**config.mk**
```make
export PLATFORM = sky130hd
export DESIGN_NAME = cffb_fault_bank
export DESIGN_NICKNAME = d
export VERILOG_FILES = /design/src/core/cffb_pkg.sv /design/src/core/cffb_fault_bank.sv
export SDC_FILE = /design/constraint.sdc
export NUM_CORES = 1
export LEC_CHECK = 0
export ABC_AREA = 0
export ABC_CLOCK_PERIOD_IN_PS = 3700
export BUFFER_PORTS_ARGS = -buffer_cell sky130_fd_sc_hd__buf_2
export CAP_MARGIN = 20
export CORE_MARGIN = 1.5
export CORE_UTILIZATION = 45
export DETAILED_ROUTE_END_ITERATION = 8
export PLACE_DENSITY = 0.71
export SLEW_MARGIN = 20
export SYNTH_ARGS = -nofsm -noshare
export SYNTH_HDL_FRONTEND = slang
export SYNTH_SLANG_ARGS = --single-unit
```
**constraint.sdc**
```tcl
create_clock -name sys_clk -period 3.7 [get_ports sys_clk]
set_clock_uncertainty 0.1 [all_clocks]
set_input_delay 0.74 -clock sys_clk [delete_from_list [all_inputs] [get_ports sys_clk]]
set_output_delay 0.74 -clock sys_clk [all_outputs]
set_load 0.05 [all_outputs]
```
**src/core/cffb_pkg.sv**
```systemverilog
package cffb_pkg;
  localparam int CLK_KHZ = 40000;
  localparam logic [6:0] DEV_ADDR_DEFAULT = 7'h3_5;
  localparam logic [7:0] REGULATION_CONFIG_OFFSET = 8'h0_B;
  localparam logic [7:0] VOUT_PROTECT_CONFIG_OFFSET = 8'h0_C;
  localparam logic [7:0] INPUT_FAULT_FLAGS_OFFSET = 8'h0_D;
  localparam logic [7:0] INPUT_FAULT_MASKS_OFFSET = 8'h0_E;
  localparam logic [7:0] BATTERY_FAULT_FLAGS_OFFSET = 8'h0_F;
  localparam logic [7:0] BATTERY_FAULT_MASKS_OFFSET = 8'h1_0;
  localparam logic [7:0] REGULATION_CONFIG_RESET = 8'h0_0;
  localparam logic [7:0] VOUT_PROTECT_CONFIG_RESET = 8'h5_B;
  localparam logic [7:0] FLAGS_RESET = 8'h0_0;
  localparam logic [7:0] MASKS_RESET = 8'h0_0;
  localparam logic [7:0] REGULATION_WRITABLE = 8'h7_F;
  localparam int REG_TIMEOUT_DISABLE_BIT = 6;
  localparam int BATT_CURRENT_REG_ENABLE_BIT = 5;
  localparam int BATT_CURRENT_MARGIN_LSB = 3;
  localparam int BATT_VOLT_REG_ENABLE_BIT = 2;
  localparam int BATT_VOLT_MARGIN_LSB = 0;
  localparam int UNDERVOLT_LIMIT_LSB = 6;
  localparam int OVERVOLT_LIMIT_LSB = 4;
  localparam int OUTPUT_OVERVOLT_ENABLE_BIT = 3;
  localparam int OUTPUT_OVERVOLT_THRESHOLD_LSB = 1;
  localparam int OUTPUT_OVERVOLT_DEGLITCH_BIT = 0;
  localparam int RATIO_LOW_FLAG_BIT = 2;
  localparam int RATIO_HIGH_FLAG_BIT = 1;
  localparam int PEAK_FLAG_BIT = 0;
  localparam int REG_TIMEOUT_MS = 650;
  localparam int OVERVOLT_DEGLITCH_SHORT_US = 100;
  localparam int OVERVOLT_DEGLITCH_LONG_MS = 1;
  localparam int REG_TIMEOUT_CYCLES = REG_TIMEOUT_MS * CLK_KHZ;
  localparam int DEGLITCH_SHORT_CYCLES = OVERVOLT_DEGLITCH_SHORT_US * CLK_KHZ / 1000;
  localparam int DEGLITCH_LONG_CYCLES = OVERVOLT_DEGLITCH_LONG_MS * CLK_KHZ;
  localparam int CURRENT_REF_BASE_MA = 3000;
  localparam int CURRENT_REF_STEP_MA = 100;
  localparam int CURRENT_MARGIN_BASE_MA = 200;
  localparam int CURRENT_MARGIN_STEP_MA = 100;
  localparam int VOLT_REF_BASE_MV = 4000;
  localparam int VOLT_REF_STEP_MV = 25;
  localparam int VOLT_REF_MAX_MV = 5000;
  localparam int VOLT_MARGIN_STEP_MV = 50;
  localparam int UNDERVOLT_STEP_MV = 50;
  localparam int OVERVOLT_BASE_MV = 300;
  localparam int OVERVOLT_STEP_MV = 100;
  localparam int OUTPUT_OVERVOLT_BASE_MV = 4600;
  localparam int OUTPUT_OVERVOLT_STEP_MV = 200;
  localparam int RATIO_LOW_BASE = 1010;
  localparam int RATIO_LOW_STEP = 10;
  localparam int RATIO_HIGH_BASE = 1100;
  localparam int RATIO_HIGH_STEP = 50;
  localparam logic [3:0] ACK_SLOT = 4'h0_9;
  localparam logic [3:0] LAST_DATA_BIT = 4'h0_8;
  typedef enum logic [4:0] {
    ST_IDLE = 5'b0_0001,
    ST_ADDR = 5'b0_0010,
    ST_PTR = 5'b0_0100,
    ST_WDATA = 5'b0_1000,
    ST_RDATA = 5'b1_0000
  } cffb_state_type;
endpackage

```
**src/core/cffb_fault_bank.sv**
```systemverilog
`timescale 1ns/1ps
module cffb_fault_bank
  import cffb_pkg::*;
#(
  parameter logic [6:0] DEV_ADDR = DEV_ADDR_DEFAULT,
  parameter int SWITCH_COUNT = 2,
  parameter int REG_TIMEOUT_LIMIT = REG_TIMEOUT_CYCLES,
  parameter int DEGLITCH_LONG_LIMIT = DEGLITCH_LONG_CYCLES
) (
  input wire logic sys_clk,
  input wire logic nrst,
  input wire logic sclIn,
  input wire logic sdaIn,
  output logic sdaOut,
  output logic sdaOe,
  output logic interruptN,
  input wire logic [7:0] inputFaultCond,
  input wire logic [7:0] batteryFaultCond,
  input wire logic [SWITCH_COUNT-1:0] chargeSwitchPeak,
  input wire logic [SWITCH_COUNT-1:0] dischargeSwitchPeak,
  input wire logic [15:0] inputRatio,
  input wire logic [1:0] inputRatioLowRef,
  input wire logic [1:0] inputRatioHighRef,
  input wire logic dividerMode,
  input wire logic battCurrentRegulating,
  input wire logic battVoltRegulating,
  input wire logic outputOvervoltRaw,
  input wire logic [5:0] battOvercurrentThreshold,
  input wire logic [5:0] battOvervoltThreshold,
  output logic chargeStop,
  output logic battOvercurrentLongDeglitch,
  output logic battOvervoltLongDeglitch,
  output logic [13:0] battCurrentRegPointMa,
  output logic [12:0] battVoltRegPointMv,
  output logic [7:0] midToOutUndervoltLimitMv,
  output logic [9:0] midToOutOvervoltLimitMv,
  output logic [12:0] outputOvervoltThresholdMv,
  output logic outputOvervoltTrip
);
  if (SWITCH_COUNT < 1 || REG_TIMEOUT_LIMIT < 1 || REG_TIMEOUT_LIMIT >= 2 ** 25 ||
      DEGLITCH_LONG_LIMIT <= DEGLITCH_SHORT_CYCLES || DEGLITCH_LONG_LIMIT >= 2 ** 20) begin : gBadParams
    $error("cffb_fault_bank: unsupported parameter value");
  end

  cffb_state_type stateReg;
  logic sclReg;
  logic sdaReg;
  logic [3:0] bitCntReg;
  logic [7:0] shiftReg;
  logic [7:0] txReg;
  logic [7:0] ptrReg;
  logic rwReg;
  logic nackReg;
  logic [7:0] regulationReg;
  logic [7:0] voutProtectReg;
  logic [7:0] inputFlagsReg;
  logic [7:0] inputMasksReg;
  logic [7:0] batteryFlagsReg;
  logic [7:0] batteryMasksReg;
  logic [24:0] timeoutCntReg;
  logic [19:0] deglitchCntReg;

  logic startSeen;
  logic stopSeen;
  logic sclRise;
  logic sclFall;
  logic loadByte;
  logic writeByte;
  logic [7:0] readData;
  logic [7:0] batteryCond;
  logic [16:0] lowLimit;
  logic [16:0] highLimit;

  // Bus inputs are synchronous, so plain one-cycle history gives the edges.
  assign startSeen = sclReg && sclIn && sdaReg && !sdaIn;
  assign stopSeen = sclReg && sclIn && !sdaReg && sdaIn;
  assign sclRise = sclIn && !sclReg;
  assign sclFall = !sclIn && sclReg;
  assign loadByte = sclFall && bitCntReg == ACK_SLOT &&
                    ((stateReg == ST_ADDR && rwReg) || (stateReg == ST_RDATA && !nackReg));
  assign writeByte = sclFall && bitCntReg == LAST_DATA_BIT && stateReg == ST_WDATA;

  always_comb begin
    unique case (ptrReg)
      REGULATION_CONFIG_OFFSET: readData = regulationReg;
      VOUT_PROTECT_CONFIG_OFFSET: readData = voutProtectReg;
      INPUT_FAULT_FLAGS_OFFSET: readData = inputFlagsReg;
      INPUT_FAULT_MASKS_OFFSET: readData = inputMasksReg;
      BATTERY_FAULT_FLAGS_OFFSET: readData = batteryFlagsReg;
      BATTERY_FAULT_MASKS_OFFSET: readData = batteryMasksReg;
      default: readData = 8'h0_0;
    endcase
  end

  always_ff @(posedge sys_clk or negedge nrst) begin
    if (!nrst) begin
      sclReg <= 1'b1;
      sdaReg <= 1'b1;
    end else begin
      sclReg <= sclIn;
      sdaReg <= sdaIn;
    end
  end

  always_ff @(posedge sys_clk or negedge nrst) begin
    if (!nrst) begin
      stateReg <= ST_IDLE;
      bitCntReg <= 4'h0;
      shiftReg <= 8'h0_0;
      txReg <= 8'h0_0;
      ptrReg <= 8'h0_0;
      rwReg <= 1'b0;
      nackReg <= 1'b0;
      sdaOe <= 1'b0;
    end else if (startSeen) begin
      stateReg <= ST_ADDR;
      bitCntReg <= 4'h0;
      sdaOe <= 1'b0;
    end else if (stopSeen) begin
      stateReg <= ST_IDLE;
      sdaOe <= 1'b0;
    end else if (stateReg != ST_IDLE) begin
      if (sclRise) begin
        bitCntReg <= bitCntReg + 4'h1;
        if (bitCntReg < LAST_DATA_BIT) begin
          shiftReg <= {shiftReg[6:0], sdaIn};
        end
        if (bitCntReg == LAST_DATA_BIT) begin
          nackReg <= sdaIn;
        end
      end else if (loadByte) begin
        txReg <= readData;
        ptrReg <= ptrReg + 8'h0_1;
        sdaOe <= !readData[7];
        bitCntReg <= 4'h0;
        stateReg <= ST_RDATA;
      end else if (sclFall) begin
        unique case (stateReg)
          ST_RDATA: begin
            if (bitCntReg < LAST_DATA_BIT) begin
              txReg <= {txReg[6:0], 1'b0};
              sdaOe <= !txReg[6];
            end else if (bitCntReg == LAST_DATA_BIT) begin
              sdaOe <= 1'b0;
            end else begin
              stateReg <= ST_IDLE;
            end
          end
          default: begin
            if (bitCntReg == LAST_DATA_BIT) begin
              if (stateReg == ST_ADDR && shiftReg[7:1] != DEV_ADDR) begin
                stateReg <= ST_IDLE;
              end else begin
                sdaOe <= 1'b1;
                if (stateReg == ST_ADDR) begin
                  rwReg <= shiftReg[0];
                end
                if (stateReg == ST_PTR) begin
                  ptrReg <= shiftReg;
                end
                if (stateReg == ST_WDATA) begin
                  ptrReg <= ptrReg + 8'h0_1;
                end
              end
            end else if (bitCntReg == ACK_SLOT) begin
              sdaOe <= 1'b0;
              bitCntReg <= 4'h0;
              stateReg <= (stateReg == ST_ADDR) ? ST_PTR : ST_WDATA;
            end
          end
        endcase
      end
    end
  end

  always_ff @(posedge sys_clk or negedge nrst) begin
    if (!nrst) begin
      sdaOut <= 1'b0;
      regulationReg <= REGULATION_CONFIG_RESET;
      voutProtectReg <= VOUT_PROTECT_CONFIG_RESET;
      inputMasksReg <= MASKS_RESET;
      batteryMasksReg <= MASKS_RESET;
    end else if (writeByte) begin
      unique case (ptrReg)
        REGULATION_CONFIG_OFFSET: regulationReg <= shiftReg & REGULATION_WRITABLE;
        VOUT_PROTECT_CONFIG_OFFSET: voutProtectReg <= shiftReg;
        INPUT_FAULT_MASKS_OFFSET: inputMasksReg <= shiftReg;
        BATTERY_FAULT_MASKS_OFFSET: batteryMasksReg <= shiftReg;
        default: sdaOut <= 1'b0;
      endcase
    end
  end

  // Condition inputs hold while their cause lasts, so a set that wins over the read clear
  // keeps condition, pull-down and regulation flags alive until the cause is gone, while
  // pulse events clear on the read.
  always_comb begin
    batteryCond = batteryFaultCond;
    batteryCond[RATIO_LOW_FLAG_BIT] = {1'b0, inputRatio} < lowLimit;
    batteryCond[RATIO_HIGH_FLAG_BIT] = {1'b0, inputRatio} > highLimit;
    batteryCond[PEAK_FLAG_BIT] = |{chargeSwitchPeak, dischargeSwitchPeak};
  end
  assign lowLimit = 17'(RATIO_LOW_BASE + RATIO_LOW_STEP * int'(inputRatioLowRef)) << dividerMode;
  assign highLimit = 17'(RATIO_HIGH_BASE + RATIO_HIGH_STEP * int'(inputRatioHighRef)) << dividerMode;

  always_ff @(posedge sys_clk or negedge nrst) begin
    if (!nrst) begin
      inputFlagsReg <= FLAGS_RESET;
      batteryFlagsReg <= FLAGS_RESET;
    end else begin
      for (int i = 0; i < 8; i++) begin
        inputFlagsReg[i] <= inputFaultCond[i] || (inputFlagsReg[i] &&
          !(loadByte && ptrReg == INPUT_FAULT_FLAGS_OFFSET));
        batteryFlagsReg[i] <= batteryCond[i] || (batteryFlagsReg[i] &&
          !(loadByte && ptrReg == BATTERY_FAULT_FLAGS_OFFSET));
      end
    end
  end

  always_ff @(posedge sys_clk or negedge nrst) begin
    if (!nrst) begin
      interruptN <= 1'b1;
    end else begin
      interruptN <= !(|(inputFlagsReg & ~inputMasksReg) || |(batteryFlagsReg & ~batteryMasksReg));
    end
  end

  // The stop latches; a fresh write of the regulation settings lets charging resume.
  always_ff @(posedge sys_clk or negedge nrst) begin
    if (!nrst) begin
      timeoutCntReg <= '0;
      chargeStop <= 1'b0;
    end else begin
      // A write releases the stop, but an expiry in the same cycle still wins.
      if (writeByte && ptrReg == REGULATION_CONFIG_OFFSET) begin
        chargeStop <= 1'b0;
      end
      if ((battCurrentRegulating || battVoltRegulating) && !regulationReg[REG_TIMEOUT_DISABLE_BIT]) begin
        if (timeoutCntReg < 25'(REG_TIMEOUT_LIMIT)) begin
          timeoutCntReg <= timeoutCntReg + 25'h1;
        end else begin
          chargeStop <= 1'b1;
        end
      end else begin
        timeoutCntReg <= '0;
      end
    end
  end

  always_ff @(posedge sys_clk or negedge nrst) begin
    if (!nrst) begin
      deglitchCntReg <= '0;
      outputOvervoltTrip <= 1'b0;
    end else if (outputOvervoltRaw && voutProtectReg[OUTPUT_OVERVOLT_ENABLE_BIT]) begin
      if (deglitchCntReg < (voutProtectReg[OUTPUT_OVERVOLT_DEGLITCH_BIT] ?
          20'(DEGLITCH_LONG_LIMIT) : 20'(DEGLITCH_SHORT_CYCLES))) begin
        deglitchCntReg <= deglitchCntReg + 20'h1;
      end else begin
        outputOvervoltTrip <= 1'b1;
      end
    end else begin
      deglitchCntReg <= '0;
      outputOvervoltTrip <= 1'b0;
    end
  end

  always_ff @(posedge sys_clk or negedge nrst) begin
    if (!nrst) begin
      battOvercurrentLongDeglitch <= 1'b0;
      battOvervoltLongDeglitch <= 1'b0;
      battCurrentRegPointMa <= '0;
      battVoltRegPointMv <= '0;
      midToOutUndervoltLimitMv <= '0;
      midToOutOvervoltLimitMv <= '0;
      outputOvervoltThresholdMv <= '0;
    end else begin
      battOvercurrentLongDeglitch <= regulationReg[BATT_CURRENT_REG_ENABLE_BIT];
      battOvervoltLongDeglitch <= regulationReg[BATT_VOLT_REG_ENABLE_BIT];
      battCurrentRegPointMa <= 14'(CURRENT_REF_BASE_MA + CURRENT_REF_STEP_MA * int'(battOvercurrentThreshold)
        - CURRENT_MARGIN_BASE_MA - CURRENT_MARGIN_STEP_MA *
        int'(regulationReg[BATT_CURRENT_MARGIN_LSB +: 2]));
      battVoltRegPointMv <= 13'((VOLT_REF_BASE_MV + VOLT_REF_STEP_MV * int'(battOvervoltThreshold) > VOLT_REF_MAX_MV ?
        VOLT_REF_MAX_MV : VOLT_REF_BASE_MV + VOLT_REF_STEP_MV * int'(battOvervoltThreshold))
        - VOLT_MARGIN_STEP_MV * (int'(regulationReg[BATT_VOLT_MARGIN_LSB +: 2]) + 1));
      midToOutUndervoltLimitMv <= 8'(UNDERVOLT_STEP_MV * (int'(voutProtectReg[UNDERVOLT_LIMIT_LSB +: 2]) + 1));
      midToOutOvervoltLimitMv <= 10'(OVERVOLT_BASE_MV +
        OVERVOLT_STEP_MV * int'(voutProtectReg[OVERVOLT_LIMIT_LSB +: 2]));
      outputOvervoltThresholdMv <= 13'(OUTPUT_OVERVOLT_BASE_MV +
        OUTPUT_OVERVOLT_STEP_MV * int'(voutProtectReg[OUTPUT_OVERVOLT_THRESHOLD_LSB +: 2]));
    end
  end
endmodule

```
==> flow_metrics.tcl, run 1 <==
set metrics [dict create \
    status "finished with violations" \
    violations "setup timing" \
    wl_per_cell_um 15.4 \
    cts_sinks 181 \
    slew_violations 0 \
    regArea_um2 4540 \
    synth_cell_types 89 \
    grtUsageTotal 0.199 \
    clk_latency_ps 440 \
    peakVddDrop_v 0.000304 \
    sw_frac_of_total 0.371 \
    syn2layout_area_growth_pct 20.0 \
    drtAntennaViolNets 0 \
    tritoncts "done" \
    drt-initial-drc-count 455 \
    rsz0062_at_grt "yes" \
    cap_violations 0 \
    dp_hpwl_um 19200 \
    period_minus_slack_ps 4900 \
    setup.worst_path.start "battOvervoltThreshold[1]" \
    cp_slowest_cell "fa_1" \
    synthCells 1139 \
    syn_area_um2 11600 \
    critPathTopFamily "adder cells" \
    worst_ep_required_time_ps 3930 \
    yosys_register_bits 181 \
    grt_pass1_vias 8824 \
    hp-class "input pin to async pin" \
    cts-root-buf "clkbuf_16" \
    rr_startpoint "ptrReg[0]$_DFFE_PN0P_" \
    synth_top_area_frac 0.372 \
    internal_power_uw 4280 \
    drive_above_1_share 0.253 \
    numPortBuffers 111 \
    crit_buf_inv 4 \
    slowest_delay_ps 470 \
    slew_headroom 0.422 \
    tightest_slew_ps 867 \
    cellLeakagePower_uw 0.00663 \
    endpoint_kind "flip-flop" \
    power.share.clock 0.273 \
    core-area_um2 25200 \
    timing_hold_violations_final 0 \
    final-setup-viol-count 11 \
    fmax_mhz 204 \
    multi_input_area_um2 6690 \
    critical_path.max_fanout 4 \
    sequentialPowerShare 0.365 \
    clkTransAtPathRegs_ps 70 \
    fillers 2152 \
    cp-endpoint "battVoltRegPointMv[11]$_DFF_PN0_" \
    synth_area_leader_cell "dfrtp_1" \
    vias_per_cell 5.44 \
    drtPass1Iterations 5 \
    seq_area_frac_synth 0.392 \
    vias 9057 \
    fin_crit_sh 1.32 \
    routed_wl_um 25600 \
    r2r_slack_ps 610 \
    synth_ff_type "dfrtp_1" \
    finalPower_uw 6810 \
    synth_edf_count 0 \
    worst-setup-path-type "input pin to flip-flop" \
    num-nets-final 1524 \
    rr_endpoint "batteryMasksReg[5]$_DFFE_PN0P_" \
    cts_buffers 17 \
    grt_max_degree 87 \
    power.density_nw_per_um2 490 \
    antenna_found_initial 1 \
    reg2reg_depth 7 \
    grt_overflow 0 \
    htree_levels 4 \
    gp_congestion 0.890 \
    power.share.combinational 0.362 \
    die_h_um 163 \
    worst_setup_path_start_kind "input pin" \
    switchingPower_uw 2530 \
    worst_slack_ps -1200 \
    grt_pass1_wl_um 42600 \
    cts_buffer_depth 2 \
    crit_chain "buf_12, buf_6, ha_4, fa_1, ha_1, ha_2, inv_2, fa_2, nand2b_4, a2111oi_4, a211oi_2, nor2b_4, a21oi_4, nand2b_4, ha_4, inv_2, fa_2, a211o_1, a21oi_2, o21ai_2, a2111oi_4, xor2_1, nor2_1" \
    synth-async-reset-ratio 1.00 \
    placed_cell_area_um2 13100 \
    rows 58 \
    avgSynthCellArea_um2 10.2 \
    tns_ps -9040 \
    pin_count 125 \
    die-area_um2 26700 \
    synth_area_leaders "dfrtp_1, ha_1, inv_1" \
    die_x_um 163 \
    cp.depth 23 \
    final_area_um2 13900 \
    drc 0 \
    arrival_ps 5130 \
    yosysWarningCount 0 \
    floorplan.initialDensity 0.460 \
]
## kinds of logic after synthesis
| kind of cell | after synthesis | share of synthesized area |
|---|---|---|
| DFF | 181 | 0.392 |
| muxes | 56 | 0.0585 |
| AOI/OAI and AO/OA | 241 | 0.147 |
| xor gates and xnor gates | 53 | 0.0401 |
| and+or+nand+nor | 315 | 0.148 |
| buffers and inverters | 148 | 0.0559 |
| adders and majority gates | 143 | 0.158 |
| other | 2 | 0.000649 |
## state kept, by name, summed over array words and instances, names as in the netlist, 4 cells and up
register,flops
ptrReg,8
midToOutOvervoltLimitMv,7
regulationReg,7
bitCntReg,4
txReg,7
deglitchCntReg,20
midToOutUndervoltLimitMv,6
battVoltRegPointMv,13
outputOvervoltThresholdMv,9
stateReg,5
batteryFlagsReg,8
shiftReg,8
batteryMasksReg,8
battCurrentRegPointMa,12
timeoutCntReg,25
voutProtectReg,8
inputFlagsReg,8
inputMasksReg,8
## metrics by stage
| stage | instances | util | hold WS, ps | setup slack (ps) |
|---|---|---|---|---|
| floorplan | 1148 | - | 269 | -1600 |
| global placement | 1624 | 0.519 | 296 | -1810 |
| detailed placement | 1624 | 0.519 | 296 | -1890 |
| global route | 1665 | 0.552 | 241 | -1390 |
| finish | 1665 | 0.552 | 193 | -1200 |
| CTS | 1661 | 0.548 | 216 | -1210 |
## per-layer routing
metal	up-vias	routed length (um)	part of all wire	GRT usage
li1	4416	-	-	-
met1	4407	11900	0.46	0.266
met2	198	12300	0.48	0.330
met3	36	958	0.037	0.0284
met4	0	510	0.020	0.0651
met5	-	0	0	0
## layout by cell type, fill, tap and decap left out, types with 8 or more instances in the layout
cell type / instances
nor3_1: 17
mux2i_1: 11
nand3_1: 29
buf_2: 108
or4_1: 9
nand2_1: 65
o21ai_0: 40
mux2_4: 16
o22ai_1: 8
o31ai_1: 18
inv_1: 104
dfrtp_1: 172
buf_4: 78
dfstp_2: 9
nor4_1: 9
or3_1: 10
xor2_1: 23
nor2_1: 78
a21o_1: 23
nor2b_1: 13
o21a_1: 10
a21oi_1: 40
a2111oi_0: 8
xnor2_1: 27
clkbuf_16: 17
and3_1: 16
a31oi_1: 8
nand4_1: 13
ha_1: 129
mux2_2: 26
conb_1: 11
a222oi_1: 8
## cell usage after synthesis (11+ instances only)
library cell,number
xnor2_1,28
and3_1,16
mux2_4,16
nand2_1,65
nor2_1,79
mux2_2,26
nor3_1,17
nand3_1,30
o31ai_1,18
inv_1,109
nand4_1,13
nor2b_1,14
o21ai_0,45
a21oi_1,44
buf_4,18
mux2i_1,11
a21o_1,23
dfrtp_1,172
xor2_1,25
ha_1,137
## worst min-delay path by stage
stage,end,start,slack (ps),cells after the start
final,outputOvervoltThresholdMv[9]$_DFF_PN0_,nrst,190,1
after global routing,outputOvervoltThresholdMv[9]$_DFF_PN0_,nrst,240,1
after CTS,outputOvervoltThresholdMv[9]$_DFF_PN0_,nrst,220,1
after detailed placement,battOvervoltLongDeglitch$_DFF_PN0_,regulationReg[2]$_DFFE_PN0P_,300,0
after global placement,battOvervoltLongDeglitch$_DFF_PN0_,regulationReg[2]$_DFFE_PN0P_,300,0
after floorplan,battOvercurrentLongDeglitch$_DFF_PN0_,regulationReg[5]$_DFFE_PN0P_,270,0
## area by class of cell
class | count | area share
flip-flops and latches | 181 | 0.327
multi-input cells | 819 | 0.481
repair buffers | 192 | 0.0873
well taps | 330 | 0.0297
inverters | 110 | 0.0310
clock buffers | 19 | 0.0319
diodes | 1 | 0.000180
clock inverters | 13 | 0.0120
## power by group through the flow
stage	sequential, uW	clock [uW]	combinational, uW
2_1_floorplan	2780	0	1330
3_3_place_gp	2510	0	2300
3_5_place_dp	2520	0	2350
4_1_cts	2480	1910	2430
5_1_grt	2520	1970	2690
6_report	2490	1860	2460
## timing repair
action	CTS	global route
pin swaps	26	12
resized for setup	19	10
hold buffers	0	0
buffers inserted	6	4
setup endpoints to repair	11	12
No activity file was read; power rests on OpenSTA's default activity.
==> inputs of run 2 (changes only) <==
ABC_CLOCK_PERIOD_IN_PS = not set   (was 3700)
CORE_UTILIZATION = 55   (was 45)
PLACE_DENSITY = 0.82   (was 0.71)
==> run 2 against run 1 <==
Net effect: the run still ends with setup timing left; core utilization up 13 points; first-iteration DRC count increased by 4.6%; non-clock buffer count increased by 10; via count increased by 2.5%; flip-flop and latch count did not move; design area about the same; critical path type unchanged; highest routed layer unchanged.
==> flow_metrics.tcl, run 2 (same netlist as run 1, synthesis figures left out) <==
set metrics [dict create \
    fmax_mhz 196 \
    wl_per_cell_um 16.2 \
    placed_cells 1573 \
    critical_path.max_fanout 3 \
    cts_buffers 17 \
    endpoint_kind "flip-flop" \
    slew_violations 0 \
    hp-class "input pin to async pin" \
    power.share.combinational 0.362 \
    drive_above_1_share 0.255 \
    fin_crit_sh 1.38 \
    drt-initial-drc-count 476 \
    cap_violations 0 \
    drc 0 \
    clkTransAtPathRegs_ps 70 \
    switchingPower_uw 2530 \
    power.share.clock 0.276 \
    grt_pass1_vias 9343 \
    antenna_found_initial 2 \
    final_cell_mix "dfrtp_1, ha_1, buf_2" \
    rows 52 \
    r2r_slack_ps 650 \
    htree_levels 4 \
    core-area_um2 20400 \
    cts-root-buf "clkbuf_16" \
    use_met2 0.415 \
    regMostFlops "timeoutCntReg" \
    period_minus_slack_ps 5090 \
    num-nets-final 1534 \
    vias_per_cell 5.74 \
    final_cell_count_no_fill 1616 \
    cellLeakagePower_uw 0.00668 \
    die-area_um2 21900 \
    gp_congestion 0.910 \
    peakVddDrop_v 0.000347 \
    drtPass1Iterations 6 \
    die_h_um 148 \
    grt_max_degree 87 \
    worst_setup_path_start_kind "input pin" \
    cts_buffer_depth 2 \
    worst_slack_ps -1390 \
    worst_ep_required_time_ps 3920 \
    power.density_nw_per_um2 496 \
    slew_headroom 0.433 \
    internal_power_uw 4360 \
    dp_hpwl_um 19300 \
    arrival_ps 5310 \
    final_common_cell "dfrtp_1" \
    grt_use_met1 0.316 \
    grt_overflow 0 \
    tightest_slew_ps 850 \
    hold_ws_ps 285 \
    violations "setup timing" \
    sequentialPowerShare 0.362 \
    grt.met3_usage 0.0365 \
    clk_latency_ps 430 \
    reg2reg_depth 7 \
    pin_count 125 \
    numPortBuffers 111 \
    timing_hold_violations_final 0 \
    syn2layout_area_growth_pct 20.1 \
    status "finished with violations" \
    tritoncts "done" \
    final-setup-viol-count 11 \
    routed_wl_um 26200 \
    fillers 1538 \
    cts_sinks 181 \
    grtUsageTotal 0.245 \
    largest_reg_flops 25 \
    sw_frac_of_total 0.368 \
    grt_pass1_wl_um 43600 \
    reg_top3 "timeoutCntReg: 25 flops, deglitchCntReg: 20 flops, battVoltRegPointMv: 13 flops" \
    hold_buffers 0 \
    floorplan.initialDensity 0.567 \
    busiest_layer "met2" \
    rsz0062_at_grt "yes" \
    vias 9281 \
    worst-setup-path-type "input pin to flip-flop" \
    drtAntennaViolNets 0 \
    die_x_um 148 \
]
[run 2: timing repair]
| action | in CTS | in global routing |
|---|---|---|
| buffers inserted | 10 | 4 |
| pin swaps | 27 | 19 |
| setup endpoints to repair | 11 | 13 |
| cloned | 0 | 0 |
| resized for setup | 30 | 4 |
[run 2: metal layers]
metal | wire length (um) | up-vias
li1 | - | 4442
met1 | 11300 | 4508
met2 | 12800 | 272
met3 | 1220 | 59
met4 | 802 | 0
met5 | 0 | -
[run 2: worst paths after layout]
path | startpoint | endpoint
hold reg to reg | regulationReg[2]$_DFFE_PN0P_ | battOvervoltLongDeglitch$_DFF_PN0_
setup reg to reg | ptrReg[0]$_DFFE_PN0P_ | batteryMasksReg[2]$_DFFE_PN0P_
setup / recovery | battOvervoltThreshold[1] | battVoltRegPointMv[11]$_DFF_PN0_
max in group asynchronous | nrst | inputFlagsReg[7]$_DFF_PN0_
hold / removal | nrst | deglitchCntReg[0]$_DFFE_PN0P_
min in group sys_clk | regulationReg[2]$_DFFE_PN0P_ | battOvervoltLongDeglitch$_DFF_PN0_
[run 2: cell type report]
type                    instances  area, um^2  share of cell area
diodes                          2        5.00            0.000360
clock buffers                  19         433              0.0311
clock inverters                13         185              0.0133
inverters                     110         430              0.0309
multi-input cells             819        6670               0.480
flip-flops and latches        181        4540               0.326
well taps                     270         338              0.0243
repair buffers                202        1310              0.0938
[run 2: critical path, cell delays in order]
cell and delay (ps):
buf_12 110, buf_6 110, ha_4 150, fa_1 470, ha_1 300, ha_2 190, inv_2 40, fa_2 350
nand2b_4 170, a2111oi_4 300, a211oi_2 80, nor2b_4 160, a21oi_4 220, nand2b_4 180, ha_4 140, inv_2 40
fa_2 340, a211o_1 340, a21oi_2 210, o21ai_2 110, a2111oi_4 300, xor2_1 200, nor2_1 60
[run 2: per-stage QoR]
step | area, um^2 | setup WS (ps) | TNS (ps) | total power (uW) | util
floorplan | 11800 | -1600 | -11490 | 4110 | -
detailed placement | 13100 | -1910 | -17630 | 4870 | 0.639
global route | 13900 | -1550 | -11910 | 7250 | 0.681
finish | 13900 | -1390 | -10660 | 6900 | 0.681
global placement | 13100 | -1810 | -16300 | 4790 | 0.639
CTS | 13900 | -1280 | -9590 | 6860 | 0.678
[run 2: power groups by stage]
stage / clock network, uW / logic [uW] / registers, uW
finish: 1900 / 2500 / 2500
floorplan: 0 / 1330 / 2780
global route: 2010 / 2720 / 2520
CTS: 1930 / 2440 / 2490
detailed placement: 0 / 2350 / 2520
global placement: 0 / 2280 / 2510
